$ cat src/stx_cfg.svh
// Purpose: constants of the sent transmitter: register map, field positions, reset values, timing
// Assumes: 10 MHz mclk, 32-bit avalon-mm register slave with byte addresses
// Notes:   tick periods are kept in 25 ns units so quarter-microsecond steps stay exact
`ifndef STX_CFG_SVH
`define STX_CFG_SVH

// register byte offsets
`define STX_CTRL_OFS      4'h0
`define STX_MSG_OFS       4'h4
`define STX_STAT_OFS      4'h8

// control register fields
`define STX_DOS_LSB       0
`define STX_ESM_BIT       2
`define STX_RCDIS_BIT     3
`define STX_PP_BIT        4
`define STX_FBS_BIT       5
`define STX_TK_LSB        8
`define STX_DOS_SENT      2'h3
`define STX_CTRL_RESET    32'h0000_0000

// message register fields
`define STX_MID_LSB       0
`define STX_MAG_LSB       8
`define STX_MSG_RESET     32'h0000_0000

// status register fields
`define STX_ST_ERR_BIT    0
`define STX_ST_WD_BIT     1
`define STX_ST_ADC_BIT    2
`define STX_ST_SIG_BIT    3
`define STX_ST_ACT_BIT    4
`define STX_ST_ROLL_LSB   8

// frame timing in ticks
`define STX_SYNC_TICKS    8'h38
`define STX_LOW_TICKS     8'h05
`define STX_NIB_BASE      8'h0c
`define STX_FRAME_TICKS   9'h110

// crc
`define STX_CRC_SEED      4'h5
`define STX_CRC_POLY      4'hd

// tick generation
`define STX_CLK_PERIOD_NS 100
`define STX_TICK_UNIT_NS  25
`define STX_ACC_STEP      (`STX_CLK_PERIOD_NS / `STX_TICK_UNIT_NS)

`endif

$ cat src/stx_pkg.sv
// Purpose: types shared by the sent transmitter modules
// Assumes: constants live in stx_cfg.svh
// Notes:   state of each module is one packed struct
package stx_pkg;

   typedef enum logic [1:0] {PH_IDLE, PH_SYNC, PH_NIB, PH_PAUSE} stx_phase_e;

   typedef struct packed {
      stx_phase_e       ph;
      logic [7:0]       cnt;
      logic [8:0]       ft;
      logic [2:0]       idx;
      logic [6:0][3:0]  nib;
      logic [7:0]       pl;
      logic [7:0]       roll;
      logic [3:0]       msgIdx;
      logic [15:0]      msgw;
      logic             line;
      logic             drv;
      logic             wdL;
      logic             adcL;
      logic             sigL;
      logic [1:0]       dos;
      logic             esm;
      logic             rcDis;
      logic             pp;
      logic             failure_band_select;
      logic [4:0]       tk;
      logic [3:0]       mid;
      logic [7:0]       field_magnitude;
      logic             ack;
      logic [31:0]      rdata;
   } stx_state_s;

   typedef struct packed {
      logic [9:0] acc;
   } stx_tick_s;

endpackage

$ cat src/stx_if.sv
// Purpose: carriers between the transmitter core, its tick generator and its crc units
// Assumes: all signals on mclk
// Notes:   crc carrier width follows the nibble count
`timescale 1ns/1ps
interface stx_tick_if;
   logic       tickEn;
   logic [4:0] tickCode;
   logic       tick;
   modport gen (input tickEn, input tickCode, output tick);
   modport use_ (output tickEn, output tickCode, input tick);
endinterface

interface stx_crc_if #(parameter int N = 6);
   logic [4*N-1:0] data;
   logic [3:0]     crc;
   modport calc (input data, output crc);
   modport user (output data, input crc);
endinterface

$ cat src/stx_tick.sv
// Purpose: sent tick strobe from mclk by a fractional accumulator
// Assumes: tick period is at least two mclk periods
// Notes:   jitter of one mclk period on each tick is traded for exact mean period
`timescale 1ns/1ps
`include "stx_cfg.svh"
module stx_tick (
   // clock and reset
   input wire logic mclk,
   input wire logic reset,
   // tick carrier
   stx_tick_if.gen  tif
);
   stx_pkg::stx_tick_s st;
   stx_pkg::stx_tick_s next_st;
   logic [9:0]         per;
   logic [9:0]         sum;

   // period in 25 ns units
   function automatic logic [9:0] period(input logic [4:0] code);
      unique case (code)
         5'h00: period = 10'h078;
         5'h01: period = 10'h0a0;
         5'h02: period = 10'h0b4;
         5'h03: period = 10'h0c8;
         5'h04: period = 10'h0dc;
         5'h05: period = 10'h0e6;
         5'h06: period = 10'h104;
         5'h07: period = 10'h10e;
         5'h08: period = 10'h12c;
         5'h09: period = 10'h140;
         5'h0a: period = 10'h154;
         5'h0b: period = 10'h168;
         5'h0c: period = 10'h17c;
         5'h0d: period = 10'h190;
         5'h0e: period = 10'h19a;
         5'h0f: period = 10'h1a4;
         5'h10: period = 10'h1ae;
         5'h11: period = 10'h1b8;
         5'h12: period = 10'h1c2;
         5'h13: period = 10'h1cc;
         5'h14: period = 10'h1d6;
         5'h15: period = 10'h1e0;
         5'h16: period = 10'h1ea;
         5'h17: period = 10'h1f4;
         5'h18: period = 10'h05a;
         5'h19: period = 10'h064;
         5'h1a: period = 10'h06e;
         5'h1b: period = 10'h078;
         5'h1c: period = 10'h082;
         5'h1d, 5'h1e, 5'h1f: period = 10'h08c;
      endcase
   endfunction

   always_comb begin
      next_st = st;
      per = period(tif.tickCode);
      sum = st.acc + 10'(`STX_ACC_STEP);
      tif.tick = 1'b0;
      if (!tif.tickEn) begin
         next_st.acc = 10'h000;
      end else if (sum >= per) begin
         tif.tick = 1'b1;
         next_st.acc = sum - per;
      end else begin
         next_st.acc = sum;
      end
   end

   always_ff @(posedge mclk) begin
      if (reset) begin
         st <= '0;
      end else begin
         st <= next_st;
      end
   end
endmodule

$ cat src/stx_crc4.sv
// Purpose: 4-bit sent crc over a string of nibbles, first nibble first
// Assumes: seed and polynomial from stx_cfg.svh
// Notes:   one trailing zero nibble is folded in, as the recommended sent form asks
`timescale 1ns/1ps
`include "stx_cfg.svh"
module stx_crc4 #(
   parameter int N = 6
) (
   // crc carrier
   stx_crc_if.calc cif
);
   if (N < 1) begin : g_chk
      $error("stx_crc4 needs at least one nibble");
   end

   function automatic logic [3:0] mulx4(input logic [3:0] c);
      logic [3:0] r;
      r = c;
      for (int b = 0; b < 4; b++) begin
         r = r[3] ? ({r[2:0], 1'b0} ^ `STX_CRC_POLY) : {r[2:0], 1'b0};
      end
      return r;
   endfunction

   always_comb begin
      logic [3:0] c;
      c = `STX_CRC_SEED;
      for (int i = N - 1; i >= 0; i--) begin
         c = mulx4(c) ^ cif.data[4*i +: 4];
      end
      cif.crc = mulx4(c);
   end
endmodule

$ cat src/stx_sent_tx.sv
// Purpose: sent telegram transmitter with avalon-mm register slave
// Assumes: fault inputs and angle come from logic on mclk; reset synchronous, active high
// Notes:   one wait state on every bus access
// How it works
// transmitter drives line only while output select chooses sent
// telegrams repeat continuously with no request from receiver
// each telegram starts with 56-tick sync then eight nibbles
// nibble is 5 ticks low then 7 plus value ticks high
// 5-bit code selects tick period from fixed table
// nibble order status, angle msb first, counter, inverted nibble 2, crc
// status bit0 error, bit1 zero, bit2 message bit, bit3 message start
// 16-bit message sent one bit per telegram, start flag on first
// message holds id, field magnitude and a trailing 4-bit crc
// serial message sent only when enabled, disabled after reset
// rolling counter steps once per telegram, wraps after 255
// a control bit disables the rolling counter
// pause pulse enabled stretches every telegram to 272 ticks
// watchdog failure reported until reset
// adc check or signature failure latch failure band until reset
// offset, cordic overflow, field range faults force band while present
// band select chooses lower or upper failure band
// nibble 8 is crc over nibbles 2 to 7, seed 0101
// disabled counter sends zero in nibbles 5 and 6
// receiver times falling edges and decodes interval minus twelve
`timescale 1ns/1ps
`include "stx_cfg.svh"
module stx_sent_tx (
   // clock and reset
   input  wire logic        mclk,
   input  wire logic        reset,
   // avalon-mm slave
   input  wire logic [3:0]  avs_address,
   input  wire logic        avs_read,
   input  wire logic        avs_write,
   input  wire logic [31:0] avs_writedata,
   output logic      [31:0] avs_readdata,
   output logic             avs_waitrequest,
   // sensor core
   input  wire logic [11:0] angle,
   input  wire logic        watchdogFault,
   input  wire logic        adcCheckFault,
   input  wire logic        signatureFault,
   input  wire logic        offsetFault,
   input  wire logic        cordicOverflow,
   input  wire logic        fieldRangeFault,
   // sent line
   output logic             sentData,
   output logic             sentDriveEn
);
   stx_pkg::stx_state_s st;
   stx_pkg::stx_state_s next_st;
   logic                busReq;
   logic                sentMode;
   logic                tick;
   logic                segEnd;
   logic                startFrame;
   logic                faultNow;
   logic [3:0]          curNib;
   logic [11:0]         angleOut;
   logic [7:0]          rollOut;
   logic [8:0]          ftNext;
   logic [15:0]         msgLive;

   stx_tick_if      tif ();
   stx_crc_if #(6)  fcrc ();
   stx_crc_if #(3)  mcrc ();

   stx_tick        u_tick (.mclk(mclk), .reset(reset), .tif(tif));
   stx_crc4 #(6)   u_fcrc (.cif(fcrc));
   stx_crc4 #(3)   u_mcrc (.cif(mcrc));

   assign tif.tickEn   = (st.ph != stx_pkg::PH_IDLE);
   assign tif.tickCode = st.tk;
   assign tick         = tif.tick;
   assign fcrc.data    = {st.nib[1], st.nib[2], st.nib[3], st.nib[4], st.nib[5], st.nib[6]};
   assign mcrc.data    = {st.mid, st.field_magnitude};
   assign msgLive      = {st.mid, st.field_magnitude, mcrc.crc};

   // length of the running segment in ticks
   function automatic logic [7:0] segLen(input stx_pkg::stx_phase_e ph, input logic [3:0] n,
                                         input logic [7:0] pl);
      unique case (ph)
         stx_pkg::PH_SYNC:  segLen = `STX_SYNC_TICKS;
         stx_pkg::PH_NIB:   segLen = `STX_NIB_BASE + {4'h0, n};
         stx_pkg::PH_PAUSE: segLen = pl;
         stx_pkg::PH_IDLE:  segLen = 8'h01;
      endcase
   endfunction

   function automatic logic [31:0] readMux(input stx_pkg::stx_state_s s, input logic [3:0] a);
      logic [31:0] r;
      r = 32'h0000_0000;
      unique case (a)
         `STX_CTRL_OFS: begin
            r[`STX_DOS_LSB +: 2] = s.dos;
            r[`STX_ESM_BIT]      = s.esm;
            r[`STX_RCDIS_BIT]    = s.rcDis;
            r[`STX_PP_BIT]       = s.pp;
            r[`STX_FBS_BIT]      = s.failure_band_select;
            r[`STX_TK_LSB +: 5]  = s.tk;
         end
         `STX_MSG_OFS: begin
            r[`STX_MID_LSB +: 4] = s.mid;
            r[`STX_MAG_LSB +: 8] = s.field_magnitude;
         end
         `STX_STAT_OFS: begin
            r[`STX_ST_ERR_BIT]      = s.wdL | s.adcL | s.sigL;
            r[`STX_ST_WD_BIT]       = s.wdL;
            r[`STX_ST_ADC_BIT]      = s.adcL;
            r[`STX_ST_SIG_BIT]      = s.sigL;
            r[`STX_ST_ACT_BIT]      = s.drv;
            r[`STX_ST_ROLL_LSB +: 8] = s.roll;
         end
         default: r = 32'h0000_0000;
      endcase
      return r;
   endfunction

   assign busReq          = avs_read | avs_write;
   assign avs_waitrequest = busReq & ~st.ack;
   assign avs_readdata    = st.rdata;
   assign sentData        = st.line;
   assign sentDriveEn     = st.drv;
   assign sentMode        = (st.dos == `STX_DOS_SENT);
   // latched faults and live recoverable faults both pull the band
   assign faultNow = st.wdL | st.adcL | st.sigL | offsetFault | cordicOverflow | fieldRangeFault;
   assign angleOut = faultNow ? {12{st.failure_band_select}} : angle;
   assign rollOut  = st.rcDis ? 8'h00 : st.roll;
   assign curNib   = (st.idx == 3'h7) ? fcrc.crc : st.nib[st.idx];
   assign segEnd   = tick && (st.cnt == segLen(st.ph, curNib, st.pl) - 8'h01);
   assign ftNext   = st.ft + 9'h001;

   always_comb begin
      next_st = st;
      startFrame = 1'b0;
      // bus: first cycle fetches, second cycle completes
      next_st.ack = busReq & ~st.ack;
      if (busReq && !st.ack) begin
         next_st.rdata = readMux(st, avs_address);
      end
      if (avs_write && st.ack) begin
         unique case (avs_address)
            `STX_CTRL_OFS: begin
               next_st.dos   = avs_writedata[`STX_DOS_LSB +: 2];
               next_st.esm   = avs_writedata[`STX_ESM_BIT];
               next_st.rcDis = avs_writedata[`STX_RCDIS_BIT];
               next_st.pp    = avs_writedata[`STX_PP_BIT];
               next_st.failure_band_select   = avs_writedata[`STX_FBS_BIT];
               next_st.tk    = avs_writedata[`STX_TK_LSB +: 5];
            end
            `STX_MSG_OFS: begin
               next_st.mid = avs_writedata[`STX_MID_LSB +: 4];
               next_st.field_magnitude = avs_writedata[`STX_MAG_LSB +: 8];
            end
            default: ;
         endcase
      end
      // sticky faults, cleared only by reset
      next_st.wdL  = st.wdL | watchdogFault;
      next_st.adcL = st.adcL | adcCheckFault;
      next_st.sigL = st.sigL | signatureFault;
      if (!sentMode) begin
         next_st.ph = stx_pkg::PH_IDLE;
      end else begin
         unique case (st.ph)
            stx_pkg::PH_IDLE: startFrame = 1'b1;
            stx_pkg::PH_SYNC, stx_pkg::PH_NIB, stx_pkg::PH_PAUSE: begin
               if (tick) begin
                  next_st.ft  = ftNext;
                  next_st.cnt = st.cnt + 8'h01;
               end
               if (segEnd) begin
                  next_st.cnt = 8'h00;
                  if (st.ph == stx_pkg::PH_SYNC) begin
                     next_st.ph  = stx_pkg::PH_NIB;
                     next_st.idx = 3'h0;
                  end else if (st.ph == stx_pkg::PH_NIB && st.idx != 3'h7) begin
                     next_st.idx = st.idx + 3'h1;
                  end else begin
                     if (st.ph == stx_pkg::PH_NIB) begin
                        next_st.roll = st.roll + 8'h01;
                     end
                     if (st.ph == stx_pkg::PH_NIB && st.pp && ftNext < `STX_FRAME_TICKS) begin
                        next_st.ph = stx_pkg::PH_PAUSE;
                        next_st.pl = 8'(`STX_FRAME_TICKS - ftNext);
                     end else begin
                        startFrame = 1'b1;
                     end
                  end
               end
            end
         endcase
      end
      if (startFrame) begin
         // telegram contents frozen for the whole frame
         next_st.ph     = stx_pkg::PH_SYNC;
         next_st.cnt    = 8'h00;
         next_st.ft     = 9'h000;
         next_st.idx    = 3'h0;
         next_st.nib[0] = {st.esm && st.msgIdx == 4'h0,
                           st.esm && (st.msgIdx == 4'h0 ? msgLive[15] : st.msgw[4'hf - st.msgIdx]),
                           1'b0, faultNow};
         next_st.nib[1] = angleOut[11:8];
         next_st.nib[2] = angleOut[7:4];
         next_st.nib[3] = angleOut[3:0];
         next_st.nib[4] = rollOut[7:4];
         next_st.nib[5] = rollOut[3:0];
         next_st.nib[6] = ~angleOut[11:8];
         next_st.msgIdx = st.esm ? st.msgIdx + 4'h1 : 4'h0;
         if (st.msgIdx == 4'h0) begin
            next_st.msgw = msgLive;
         end
      end
      if (st.rcDis) begin
         next_st.roll = 8'h00;
      end
      next_st.drv  = (next_st.ph != stx_pkg::PH_IDLE);
      next_st.line = next_st.drv && (next_st.cnt >= `STX_LOW_TICKS);
   end

   always_ff @(posedge mclk) begin
      if (reset) begin
         st       <= '0;
         st.ph    <= stx_pkg::PH_IDLE;
         st.dos   <= 2'(`STX_CTRL_RESET >> `STX_DOS_LSB);
         st.esm   <= 1'b0;
         st.mid   <= 4'h0;
         st.field_magnitude   <= 8'h00;
      end else begin
         st <= next_st;
      end
   end
endmodule

$ cat config.mk
export PLATFORM = sky130hd
export DESIGN_NAME = stx_sent_tx
export DESIGN_NICKNAME = d
export VERILOG_FILES = /design/src/stx_pkg.sv /design/src/stx_if.sv /design/src/stx_tick.sv /design/src/stx_crc4.sv /design/src/stx_sent_tx.sv
export VERILOG_INCLUDE_DIRS = /design/src
export SDC_FILE = /design/constraint.sdc
export NUM_CORES = 1
export LEC_CHECK = 0
export BUFFER_PORTS_ARGS = -buffer_cell sky130_fd_sc_hd__buf_2
export CORE_MARGIN = 5
export CORE_UTILIZATION = 50
export CTS_BUF_LIST = sky130_fd_sc_hd__clkbuf_8
export CTS_CLUSTER_SIZE = 40
export DETAILED_ROUTE_END_ITERATION = 8
export GPL_ROUTABILITY_DRIVEN = 0
export PLACE_DENSITY = 0.7
export SYNTH_ARGS = -nofsm -noshare
export SYNTH_HDL_FRONTEND = slang
export SYNTH_SLANG_ARGS = --single-unit
export TNS_END_PERCENT = 30
$ cat constraint.sdc
create_clock -name mclk -period 6.02 [get_ports mclk]
set_input_delay 1.505 -clock mclk [delete_from_list [all_inputs] [get_ports mclk]]
set_output_delay 1.505 -clock mclk [all_outputs]
set_load 0.005 [all_outputs]
* Word level (Yosys, flattened, before mapping)
Memory sizes are Yosys's and may differ from the RTL's. A register that Yosys moved wholly into a read port is not among the register bits.
Cells that the tools add are included.
** Storage, ports and cells
- Bits in registers :: 138
- Bits in read-only memories :: 256
- Output and inout port bits :: 35
- Logic and storage cells :: 218
- Memories :: 1
** Memory list
- (no name shown) :: words 32, width 8, read ports 1, clocked after memory_dff 1, write ports 0, RTL line stx_tick.sv:20 : unique case (code)
** Operators by class
- Add/subtract/negate cells :: 11
- $lt $le $gt $ge :: 5
- Eq/ne operators :: 9
- Muxes and demuxes :: 74
- Bitwise gates (word level) :: 60
- Reductions and logical operators :: 27
** Operator list (number)
- 2-to-1 mux 4 bit :: 39
- NOT 3 bit :: 36
- 2-to-1 mux 50 bit :: 1
- case mux 8 bit (4 select lines) :: 1
- bitwise XOR 4 bit :: 7
- 2-to-1 mux 22 bit :: 1
- 2-to-1 mux 10 bit :: 2
- 2-to-1 mux 20 bit :: 1
- 2-to-1 mux 17 bit :: 1
- adder 8 x 1 -> 8 bit (second input constant) :: 2
- case mux 5 bit (3 select lines) :: 1
- binary-select mux 4 bit (select 3 bit) :: 1
- 2-to-1 mux 12 bit :: 1
- case mux 4 bit (3 select lines) :: 1
- AND reduction 6 bit :: 2
- adder 10 x 3 -> 10 bit (second input constant) :: 1
- greater-or-equal comparator 10 bit :: 1
- 2-to-1 mux 1 bit :: 10
- 2-to-1 mux 5 bit :: 2
- subtractor 10 bit :: 1
- adder 9 x 1 -> 9 bit (second input constant) :: 1
- logical AND 1 bit :: 9
- less-than comparator 9 bit (second input constant) :: 1
- 2-to-1 mux 3 bit :: 3
- 35 further kinds :: 60

* Depth between registers and ports, before layout
Gate-level depths: netlist (run 1).
- Depth in word-level cells :: 66
- Gate-level depth with buffers :: 20
- Depth with buffers taken out :: 17

* By module
Synthesis (run 1) repeated with hierarchy kept, for this count alone.
** Unflattened totals
- Cells, all modules :: 1017
- Area, all modules :: 8484.4 um^2
** By module, submodules not included
- stx_sent_tx :: times used 1, cells an instance 821, area each 6767.7 um^2
- stx_tick :: times used 1, cells an instance 165, area each 1255.0 um^2
- stx_crc4 (u_fcrc) :: times used 1, cells an instance 21, area each 290.3 um^2
- stx_crc4 (u_mcrc) :: times used 1, cells an instance 10, area each 171.4 um^2

* Worst setup path after synthesis (run 1)
No wires, ideal clock.
- Path type :: register -> register
- From :: register st[125] (netlist bit)
- To :: register st[87] (netlist bit)
- Arrival time :: 4.192 ns
- Data required time :: 5.950 ns
- Setup slack :: 1.758 ns
- Cell stages (with the launch flop) :: 17
- Clock period less this slack :: 4.262 ns
- Cells stage by stage :: dfxtp_1 -> buf_2 -> buf_1 -> mux4_2 -> mux2_2 -> o21ai_0 -> ha_1 -> nor2b_1 -> o22ai_2 -> xor2_1 -> nand3_1 -> or4_1 -> a31oi_1 -> o32a_4 -> nand4_4 -> or4_1 -> a21oi_1
** On the way
- Word-level cells in the longest chain between the ends :: 9
** RTL lines
- start, declared :: RTL line stx_sent_tx.sv:50 : stx_pkg::stx_state_s st;
- start signal, assigned :: RTL line stx_sent_tx.sv:230 : st <= next_st;
- binary-select mux 4 bit (select 3 bit) :: RTL line stx_sent_tx.sv:129 : assign curNib = (st.idx == 3'h7) ? fcrc.crc : st.nib[st.idx];
- 2-to-1 mux 4 bit (not written as such) :: RTL line stx_sent_tx.sv:129
- 2-to-1 mux 4 bit :: RTL line stx_sent_tx.sv:129
- adder 4 x 4 -> 5 bit (no source line)
- case mux 8 bit (4 select lines) :: RTL line stx_sent_tx.sv:82 : unique case (ph)
- subtractor 8 x 1 -> 8 bit :: RTL line stx_sent_tx.sv:130 : assign segEnd = tick && (st.cnt == segLen(st.ph, curNib, st.pl) - 8'h01);
- == test 8 bit :: RTL line stx_sent_tx.sv:130
- logical AND 1 bit :: RTL line stx_sent_tx.sv:130
- AND reduction 6 bit (no source line) (*)
Mark *: on every way between the ends. The rest lies on a longest branch, timed or not. The select of a mux whose other input is x is not followed.
A chain may end at the register's enable or synchronous reset.

* Worst setup path after layout (run 1)
- From :: register st[125] (netlist bit)
- To :: register st[85] (netlist bit)
The elaborated chain is that of the path after synthesis.

==> results of run 1 <==
cells in the mapped netlist, types with 5 or more instances:
cell      count
o21ai_0      45
dfxtp_1     145
a211oi_1      5
a311oi_1      5
buf_2         8
or2_2        13
nor2b_1       9
xnor2_1      53
a21oi_1     121
a31oi_1       8
nand2b_1      9
nor2_1       97
a41oi_1       8
a221oi_1      5
mux2i_1      18
nor3_1       17
nand3_1      42
mux4_2        7
o31ai_1       5
or3_1        11
o21a_1        5
clkbuf_1     55
or4_1         7
nand4_1       8
buf_1         7
a222oi_1      8
a211oi_2     13
nand2_1     102
and3_1       11
ha_1         24
o22ai_1       6
and2_1        7
xor2_1       24
nand3b_1     12
inv_1        23
buf_4        33
state kept, by name, summed over array words and instances, names as in the netlist:
name	flops
avs_readdata	14
fcrc.data	24
mcrc.data	12
sentData	1
sentDriveEn	1
st	71
tif.tickCode	5
u_tick.per	8
u_tick.st	9
metrics by stage:
stage | utilization | std cells | cell area (um^2)
after floorplan | - | 1070 | 8693
after global placement | 0.5137 | 1251 | 8792
after detailed placement | 0.5137 | 1251 | 8792
after CTS | 0.5393 | 1283 | 9231
after global routing | 0.5393 | 1283 | 9231
final | 0.5393 | 1283 | 9231
final timing paths:
check | from | to | slack, ps
worst max-delay path | st[125] | st[85] | 1030
worst min-delay path | st[100] | st[100] | 460
worst max register to register | st[125] | st[85] | 1030
worst min register to register | st[100] | st[100] | 460
logic make-up after synthesis:
family	share of synthesized area
xor+xnor	0.09134
mux	0.04176
compound gates	0.2068
buf+inv	0.07801
other cells	0.0004346
simple gates	0.2082
fa+ha+maj	0.03712
flops	0.3364
final cells by class:
class	instances	area [um^2]	share of cell area
repair buffers	65	362.8	0.03931
well taps	225	281.5	0.03050
flip-flops and latches	145	2903	0.3144
clock inverters	14	191.4	0.02074
clock buffers	18	247.7	0.02684
inverters	26	97.59	0.01057
multi-input cells	790	5147	0.5576
layer usage:
layer	part of all wire	up-vias	routed length, um
met1	0.48	3478	9609
met5	0	-	0
met4	0.013	0	258
li1	-	3681	-
met2	0.45	191	9023
met3	0.060	27	1211
power breakdown:
group          switching (uW)  internal (uW)  total (uW)  leakage [uW]
clock network             422            435         857      0.000217
logic                    46.2           23.5        69.6       0.00191
registers                3.78            964         967       0.00117
total                     471           1420        1890       0.00330
worst max-delay path, delay by kind of cell, from the launching register on:
family | cells | cell delay [ps]
mux | 2 | 860
fa+ha+maj | 1 | 180
compound gates | 6 | 1500
flops | 1 | 740
simple gates | 5 | 1630
==> impl_metrics.py, run 1 <==
metrics = {
    "min_path": {
        "hold_path_class": "reg2reg",
        "hold_depth": 2,
    },
    "sta": {
        "min_period_ps": 4987,
        "finClkSkew_ps": 16.44,
        "maxSlewViolCount": 0,
        "setup_viol_count_final": 0,
        "fmax_mhz": 200.5,
        "fin_setup_tns_ps": 0,
        "worst_slew_pin_slew_ps": 910.3,
        "postLayoutSetupSlackWorst_ps": 1033,
        "holdWs_ps": 462.1,
        "fin_crit_sh": 0.8283,
        "hold_viol_final": 0,
        "rsz0062_at_grt": "no",
        "maxSlewHeadroom": 0.3919,
    },
    "grt": {
        "grt_pass1_wl_um": 33380,
        "use_met2": 0.3080,
        "grt.met3_usage": 0.04820,
        "antenna_found_initial": 0,
        "grt.met1_usage": 0.2894,
        "grt_pass1_vias": 6691,
        "gr-total-overflow": 0,
        "grt_busiest_layer": "met2",
        "grt_usage": 0.2015,
        "grt_max_degree": 81,
    },
    "place": {
        "dp_hpwl_um": 14100,
        "pre_cts_ws_ps": 1055,
        "port_buffers": 56,
    },
    "floorplan": {
        "dieArea_mm2": 0.01999,
        "initial_core_util": 0.5042,
        "die_y_um": 141.4,
        "core_mm2": 0.01712,
        "rows": 48,
        "num_io_pins": 93,
        "die_w_um": 141.4,
    },
    "clock_tree": {
        "postCtsSetupRepairBufs": 0,
        "clockBufferDepth": 2,
        "clkLatencyLatePin_ps": 470,
        "cts.sinks": 145,
        "cts_buffers": 17,
        "cts_resized": 0,
        "cts_tree": "done",
        "cts-root-buf": "clkbuf_8",
        "cts_hold_buf": 0,
        "cts-htree-levels": 4,
        "path_clk_slew_ps": 80,
    },
    "cells_and_area": {
        "diodes": 0,
        "layout_commonest_cell": "dfxtp_1",
        "nets": 1128,
        "drive_above_1_share": 0.1389,
        "final_cell_mix": "dfxtp_1 (145), a21oi_1 (121), nand2_1 (102), nor2_1 (97), buf_2 (55)",
        "num-fill-cells": 1619,
        "syn2layout_area_growth_pct": 6.974,
    },
    "pwr": {
        "power.total_uw": 1894,
        "p_leak_uw": 0.003297,
        "power.density_mw_per_mm2": 205.1,
        "vdd.ir_drop.worst_uv": 177.5,
    },
    "status": {
        "status": "complete, no violations",
    },
    "synthesis": {
        "syn-cell-area_mm2": 0.008630,
        "synth_top_cell_by_area": "dfxtp_1",
        "syn_inst": 1053,
        "synth_edf_count": 0,
        "synth_cell_types": 75,
        "ys_seq_area_frac": 0.3364,
        "async_reset_ff_frac": 0,
        "synth-seq-cells": 145,
        "yosysTopAreaCellShare": 0.3364,
        "synthTopCellsByArea": "dfxtp_1 (34%), a21oi_1 (7.0%), xnor2_1 (5.4%)",
        "ys.flop_type": "dfxtp_1",
        "yosys_warnings": 0,
        "syn_avg_cell_area_um2": 8.195,
    },
    "route": {
        "wl_um": 20100,
        "vias_per_cell": 5.750,
        "vias": 7377,
        "wl_per_cell_um": 15.67,
        "ant_nets": 0,
        "drc": 0,
        "first_iter_violations": 585,
        "dr.pass1.iters": 8,
    },
    "worst_setup_path": {
        "crit_arrival_ps": 5380,
        "cp_cell_sequence": "mux4_2 -> mux2_2 -> o21ai_0 -> ha_1 -> nor2b_1 -> o22ai_1 -> nand3_1 -> o211ai_1 -> a31oi_1 -> nor4bb_1 -> o32a_4 -> nand3_1 -> or4_1 -> a21oi_1",
        "critPathCaptureType": "flip-flop",
        "critical_path_class": "reg2reg",
        "cpMostUsedCell": "nand3_1",
        "worstRegToRegCells": 14,
        "slowest_stage": "dfxtp_1",
        "worstPathMaxFanout": 17,
        "cp.required_ps": 6410,
        "setup.worst_path.start_class": "flip-flop",
        "cpPeakStageDelay_ps": 740,
    },
    "job": {
        "cap_violations": 0,
    },
}
Power figures use the tool's default switching activity.
==> run 2, diff against run 1 <==
--- a/config.mk
+++ b/config.mk
@@ -6,6 +6,7 @@
 export SDC_FILE = /design/constraint.sdc
 export NUM_CORES = 1
 export LEC_CHECK = 0
+export ABC_AREA = 1
 export BUFFER_PORTS_ARGS = -buffer_cell sky130_fd_sc_hd__buf_2
 export CORE_MARGIN = 5
 export CORE_UTILIZATION = 50
@@ -13,7 +14,7 @@
 export CTS_CLUSTER_SIZE = 40
 export DETAILED_ROUTE_END_ITERATION = 8
 export GPL_ROUTABILITY_DRIVEN = 0
-export PLACE_DENSITY = 0.7
+export PLACE_DENSITY = 0.72
 export SYNTH_ARGS = -nofsm -noshare
 export SYNTH_HDL_FRONTEND = slang
 export SYNTH_SLANG_ARGS = --single-unit
==> constraint.sdc (replaced) <==
create_clock -name mclk -period 4.5 [get_ports mclk]
set_input_delay 1.125 -clock mclk [delete_from_list [all_inputs] [get_ports mclk]]
set_output_delay 1.125 -clock mclk [all_outputs]
set_load 0.005 [all_outputs]
==> run 2 against run 1 <==
  * The flow now finishes with violations (setup timing)
  * Clock-buffer cell count is 3 higher
  * Final area rose by 18%
  * Largest power group unchanged
  * Largest cell class unchanged
  * Sequential power rose by 34%
  * First-iteration DRC count rose by 6.0%
  * Sequential share of layout area decreased by 4.6 points
  * Utilization grew 6.6 points
  * Cell count is 30% higher
  * Maximum frequency up 4.4%
==> impl_metrics.py, run 2 <==
metrics = {
    "clock_tree": {
        "cts.sinks": 145,
        "path_clk_slew_ps": 80,
        "cts_buffers": 17,
        "cts_tree": "done",
        "cts_hold_buf": 0,
        "clkLatencyLatePin_ps": 460,
        "clockBufferDepth": 2,
        "cts-root-buf": "clkbuf_8",
        "cts-htree-levels": 4,
    },
    "cells_and_area": {
        "syn2layout_area_growth_pct": 19.57,
        "diodes": 0,
        "layout_commonest_cell": "nand2_1",
        "final_cell_mix": "nand2_1 (205), inv_1 (156), dfxtp_1 (139), nor2_1 (128), a21oi_1 (104)",
        "fin_area_mm2": 0.01087,
        "largest_register": "st",
        "final_cells": 1662,
        "largest_reg_flops": 71,
        "drive_above_1_share": 0.2247,
        "final_util": 0.6051,
        "nets": 1503,
    },
    "sta": {
        "maxSlewViolCount": 0,
        "rsz0062_at_grt": "yes",
        "hold_viol_final": 0,
        "min_period_ps": 4775,
        "finClkSkew_ps": 13.42,
        "holdWs_ps": 447.3,
        "maxSlewHeadroom": 0.3011,
        "fmax_mhz": 209.4,
        "fin_crit_sh": 1.061,
        "worst_slew_pin_slew_ps": 1040,
        "setup_viol_count_final": 84,
        "postLayoutSetupSlackWorst_ps": -275.3,
    },
    "synthesis": {
        "syn_avg_cell_area_um2": 6.779,
        "synthSimpleGateAreaFrac": 0.2841,
        "yosysTopAreaCellShare": 0.3193,
        "synth-seq-cells": 145,
        "synthAdderAreaFrac": 0.03523,
        "synth-compound-area-share": 0.1708,
        "ys_seq_area_frac": 0.3193,
        "syn-cell-area_mm2": 0.009091,
        "syn_inst": 1341,
        "synthTopCellsByArea": "dfxtp_1 (32%), nand2_1 (11%), inv_1 (6.5%)",
        "ys_top_cells_by_count": "nand2_1 (258), inv_1 (158), dfxtp_1 (145)",
        "synth_xor_area_frac": 0.06840,
        "synthMostInstantiatedCell": "nand2_1",
        "synth.mux.area_fraction": 0,
        "synth_cell_types": 47,
        "async_reset_ff_frac": 0,
        "ys.flop_type": "dfxtp_1",
        "yosys_warnings": 0,
        "synth_top_cell_by_area": "dfxtp_1",
        "synth_top_family_by_area": "simple AND/OR/NAND/NOR gates",
        "synth_edf_count": 0,
    },
    "place": {
        "place_inst": 1610,
        "port_buffers": 56,
        "dpl-instance-area_mm2": 0.009653,
        "dp_hpwl_um": 16650,
    },
    "min_path": {
        "hold_path_class": "reg2reg",
    },
    "grt": {
        "grt_usage": 0.2188,
        "grt_pass1_vias": 8121,
        "grt.met1_usage": 0.2823,
        "gr-total-overflow": 0,
        "grt_busiest_layer": "met2",
        "use_met2": 0.3728,
        "grt_max_degree": 47,
        "grt.met3_usage": 0.03812,
        "antenna_found_initial": 0,
        "grt_pass1_wl_um": 37560,
    },
    "pwr": {
        "power.total_uw": 2421,
        "vdd.ir_drop.worst_uv": 157.1,
        "p_leak_uw": 0.004606,
        "power.density_mw_per_mm2": 222.7,
    },
    "route": {
        "wl_um": 23500,
        "vias_per_cell": 5.285,
        "vias": 8783,
        "ant_nets": 0,
        "dr.pass1.iters": 6,
        "drc": 0,
        "wl_per_cell_um": 14.14,
        "first_iter_violations": 620,
    },
    "worst_setup_path": {
        "setup.worst_path.start_class": "flip-flop",
        "slowest_stage": "dfxtp_4",
        "cp.required_ps": 4890,
        "cp-startpoint": "fcrc.data[16]",
        "critical_path_class": "reg2reg",
        "worstPathMaxFanout": 8,
        "cpMostUsedCell": "nand2_4",
        "critPathCapture": "st[68]",
        "cpPeakStageDelay_ps": 360,
        "regToRegSetupSlack_ps": -280,
        "worstRegToRegCells": 41,
        "critPathCaptureType": "flip-flop",
        "crit_arrival_ps": 5160,
        "worstReg2RegEnd": "st[68]",
        "reg2reg_from": "fcrc.data[16]",
    },
    "floorplan": {
        "core_mm2": 0.01796,
        "rows": 49,
        "num_io_pins": 93,
        "dieArea_mm2": 0.02098,
        "die_w_um": 144.8,
        "die_y_um": 144.8,
        "initial_core_util": 0.5061,
    },
    "status": {
        "violations": "setup timing",
        "status": "finished with violations",
    },
    "job": {
        "cap_violations": 0,
    },
}
==> run 2: cell types whose count changed after synthesis, sizes merged, moves of 11 or more <==
cell,before,now
and3,11,0
xnor2,53,23
nand3,42,92
mux2i,18,0
inv,23,167
o21ai,45,107
nor2,97,137
or3,11,0
clkbuf,57,32
nand2,102,297
xor2,24,48
==> run 2: metrics by stage <==
stage / setup TNS, ps / setup slack (ps)
floorplan: 0 / 139.7
global placement: -10170 / -251.3
detailed placement: -20350 / -384.6
CTS: -3892 / -134.3
global route: -44010 / -624.9
finish: -14560 / -275.3
==> run 2: timing repair <==
| item | in CTS | in global routing |
|---|---|---|
| setup buffers | 11 | 7 |
| gates resized for setup | 81 | 102 |
| cloned | 3 | 2 |
| endpoints found under the setup margin | 84 | 86 |
| pin swaps | 42 | 49 |
| endpoints found under the hold margin | 0 | 0 |
==> run 2: critical path, delay by kind of cell, from the launching register on <==
family                     cells  cell delay (ps)
and+or+nand+nor               33             3290
buffers and inverters          5              490
DFF                            1              360
adders and majority gates      1              310
AOI/OAI and AO/OA              2              250
==> run 2: how the worst min path moves through the flow <==
stage,start,endpoint,slack (ps),cells past startpoint
after floorplan,st[61],st[61],420,2
after global placement,st[61],st[61],430,2
after detailed placement,st[61],st[61],440,2
after CTS,st[61],st[61],450,2
after global routing,st[61],st[61],470,2
final,st[61],st[61],450,2
==> run 2: kinds of logic after synthesis <==
logic type / Yosys count
other: 1
and+or+nand+nor: 569
AOI/OAI and AO/OA: 281
buffers and inverters: 249
xor gates and xnor gates: 71
DFF: 145
adders and majority gates: 25
==> run 2: report_power, final <==
part | switching, uW | leakage [uW] | internal, uW | total [uW]
clock | 486 | 0.000211 | 490 | 976
sequential | 7.10 | 0.00117 | 1290 | 1300
combinational | 93.3 | 0.00322 | 53.7 | 147
total | 587 | 0.00461 | 1830 | 2420
==> run 2: cell type report <==
type	instances	area, um^2
Sequential cell	145	2918
Clock inverter	11	90.09
Multi-Input combinational cell	965	5764
Inverter	171	649.4
Tap cell	229	286.5
Timing Repair Buffer	120	873.3
Clock buffer	21	289.0
Fill cell	1614	7093
==> run 2: layer usage <==
| layer | part of all wire | vias up |
|---|---|---|
| met5 | 0 | - |
| met4 | 0.022 | 0 |
| met3 | 0.040 | 48 |
| met2 | 0.48 | 232 |
| met1 | 0.45 | 4016 |
| li1 | - | 4487 |
==> run 3, diff against run 2 <==
--- a/config.mk
+++ b/config.mk
@@ -8,6 +8,7 @@
 export LEC_CHECK = 0
 export ABC_AREA = 1
 export BUFFER_PORTS_ARGS = -buffer_cell sky130_fd_sc_hd__buf_2
+export CORE_ASPECT_RATIO = 1.2
 export CORE_MARGIN = 5
 export CORE_UTILIZATION = 50
 export CTS_BUF_LIST = sky130_fd_sc_hd__clkbuf_8
==> constraint.sdc (replaced) <==
create_clock -name mclk -period 4.5 [get_ports mclk]
set_input_delay 0.9 -clock mclk [delete_from_list [all_inputs] [get_ports mclk]]
set_output_delay 0.9 -clock mclk [all_outputs]
set_load 0.005 [all_outputs]
==> run 3 against run 2 <==
  * The run still ends with setup timing left
  * Power up 6.6%
  * Sequential power hardly changed
  * Via count is 4.3% higher
  * Register-to-register slack got worse by 50 ps
  * Global-route usage increased by 0.25 points
  * Wire length rose by 7.8%
  * Die area about the same
  * Flip-flop and latch count unchanged
  * Clock power rose by 16%
  * Critical path type unchanged
  * Largest power group unchanged
  * Highest routed layer unchanged
==> impl_metrics.py, run 3 (synthesis results as in run 2) <==
metrics = {
    "status": {
        "status": "finished with violations",
        "violations": "setup timing",
    },
    "cells_and_area": {
        "largest_register": "st",
        "syn2layout_area_growth_pct": 23.75,
        "seq_area_mm2": 0.002915,
        "final_cells": 1663,
        "nets": 1509,
        "diodes": 0,
        "final_util": 0.6237,
        "drive_above_1_share": 0.2536,
        "final_cell_mix": "nand2_1 (194), inv_1 (149), dfxtp_1 (139), nor2_1 (128), a21oi_1 (103)",
        "layout_commonest_cell": "nand2_1",
        "multiInputGateArea_mm2": 0.005981,
        "num-fill-cells": 1556,
        "fin_area_mm2": 0.01125,
        "largest_reg_flops": 71,
    },
    "clock_tree": {
        "cts-root-buf": "clkbuf_8",
        "clkLatencyLatePin_ps": 470,
        "cts_buffers": 17,
        "cts_hold_buf": 0,
        "cts.sinks": 145,
        "cts-htree-levels": 4,
        "clockBufferDepth": 2,
        "cts_tree": "done",
        "path_clk_slew_ps": 90,
    },
    "sta": {
        "setup_viol_count_final": 85,
        "maxSlewHeadroom": 0.3120,
        "fin_crit_sh": 1.073,
        "maxSlewViolCount": 0,
        "postLayoutSetupSlackWorst_ps": -329.1,
        "fmax_mhz": 207.1,
        "rsz0062_at_grt": "yes",
        "hold_viol_final": 0,
        "finClkSkew_ps": 22.70,
        "min_period_ps": 4829,
        "worst_slew_pin_slew_ps": 1024,
    },
    "pwr": {
        "switching_share": 0.2416,
        "comb_power_share": 0.059,
        "power.total_uw": 2580,
        "p_leak_uw": 0.004711,
        "power.density_mw_per_mm2": 229.4,
        "p_switching_uw": 623.5,
        "intPower_uw": 1957,
        "vdd.ir_drop.worst_uv": 243.3,
        "p_clk_frac": 0.438,
        "pwr-share-seq": 0.503,
    },
    "route": {
        "vias_per_cell": 5.510,
        "vias": 9163,
        "dr.pass1.iters": 7,
        "ant_nets": 0,
        "first_iter_violations": 505,
        "drc": 0,
        "wl_per_cell_um": 15.23,
        "wl_um": 25330,
    },
    "grt": {
        "grt_pass1_vias": 8479,
        "grt_usage": 0.2213,
        "grt_max_degree": 47,
        "gr-total-overflow": 0,
        "antenna_found_initial": 0,
        "grt_pass1_wl_um": 38650,
    },
    "floorplan": {
        "die_w_um": 133.1,
        "num_io_pins": 93,
        "rows": 54,
        "die_y_um": 157.7,
        "core_mm2": 0.01804,
        "initial_core_util": 0.5040,
        "dieArea_mm2": 0.02099,
    },
    "place": {
        "place_inst": 1606,
        "dpl-instance-area_mm2": 0.009642,
        "dp_hpwl_um": 17120,
        "port_buffers": 56,
    },
    "worst_setup_path": {
        "worstPathMaxFanout": 8,
        "critical_path_class": "reg2reg",
        "cpMostUsedCell": "nand2_4",
        "cpPeakStageDelay_ps": 370,
        "critPathCaptureType": "flip-flop",
        "slowest_stage": "dfxtp_4",
        "setup.worst_path.start_class": "flip-flop",
        "cp.required_ps": 4880,
        "cp_top_family": "simple AND/OR/NAND/NOR gates",
        "path_buf_inv": 6,
        "crit_arrival_ps": 5210,
    },
    "min_path": {
        "hold_path_class": "reg2reg",
    },
    "job": {
        "cap_violations": 0,
    },
}
run 3: cell type report:
type	instances	area share
multi-input cells	965	0.5316
flip-flops and latches	145	0.2591
repair buffers	126	0.08719
inverters	171	0.05816
clock buffers	21	0.02569
well taps	224	0.02491
clock inverters	11	0.01335
run 3: path summary, 6_finish.rpt:
kind	start	end	slack, ps	cells past startpoint
max	fcrc.data[21]	st[74]	-330	43
min	st[71]	st[71]	460	2
max reg2reg	fcrc.data[21]	st[74]	-330	43
min reg2reg	st[71]	st[71]	460	2
run 3: through the flow:
stage	setup TNS [ps]	setup WS (ps)	hold slack (ps)
floorplan	0	139.7	421.2
global placement	-11650	-230.6	431.4
detailed placement	-26130	-425.6	450.1
CTS	-2764	-94.17	461.9
global route	-43550	-599.4	476.7
finish	-20580	-329.1	460.7
run 3: power by group through the flow:
stage / Sequential [uW] / Combinational [uW] / Clock [uW]
2_1_floorplan: 1330 / 108 / 0
3_3_place_gp: 1330 / 139 / 0
3_5_place_dp: 1330 / 141 / 0
4_1_cts: 1300 / 143 / 1140
5_1_grt: 1300 / 169 / 1200
6_report: 1300 / 153 / 1130
run 3: timing repair:
item                       4_1_cts  5_1_grt
hold endpoints to repair         0        0
pin swaps                       42       88
setup buffers                   14        7
resized for setup               81      174
gates cloned                     3        2
setup endpoints to repair       86       86
run 3: worst reg2reg max path: cells and delay by family (launching register included):
kind	cells	cell delay (ps)
AOI/OAI and AO/OA	3	370
DFF	1	370
buffers and inverters	6	720
xor gates and xnor gates	1	110
adders and majority gates	1	250
and+or+nand+nor	32	2920
run 3: routing by layer:
metal  track usage  share of wire
met5             0              0
met4       0.09113          0.036
met3       0.03783          0.050
met2        0.4095           0.52
met1        0.2529           0.40
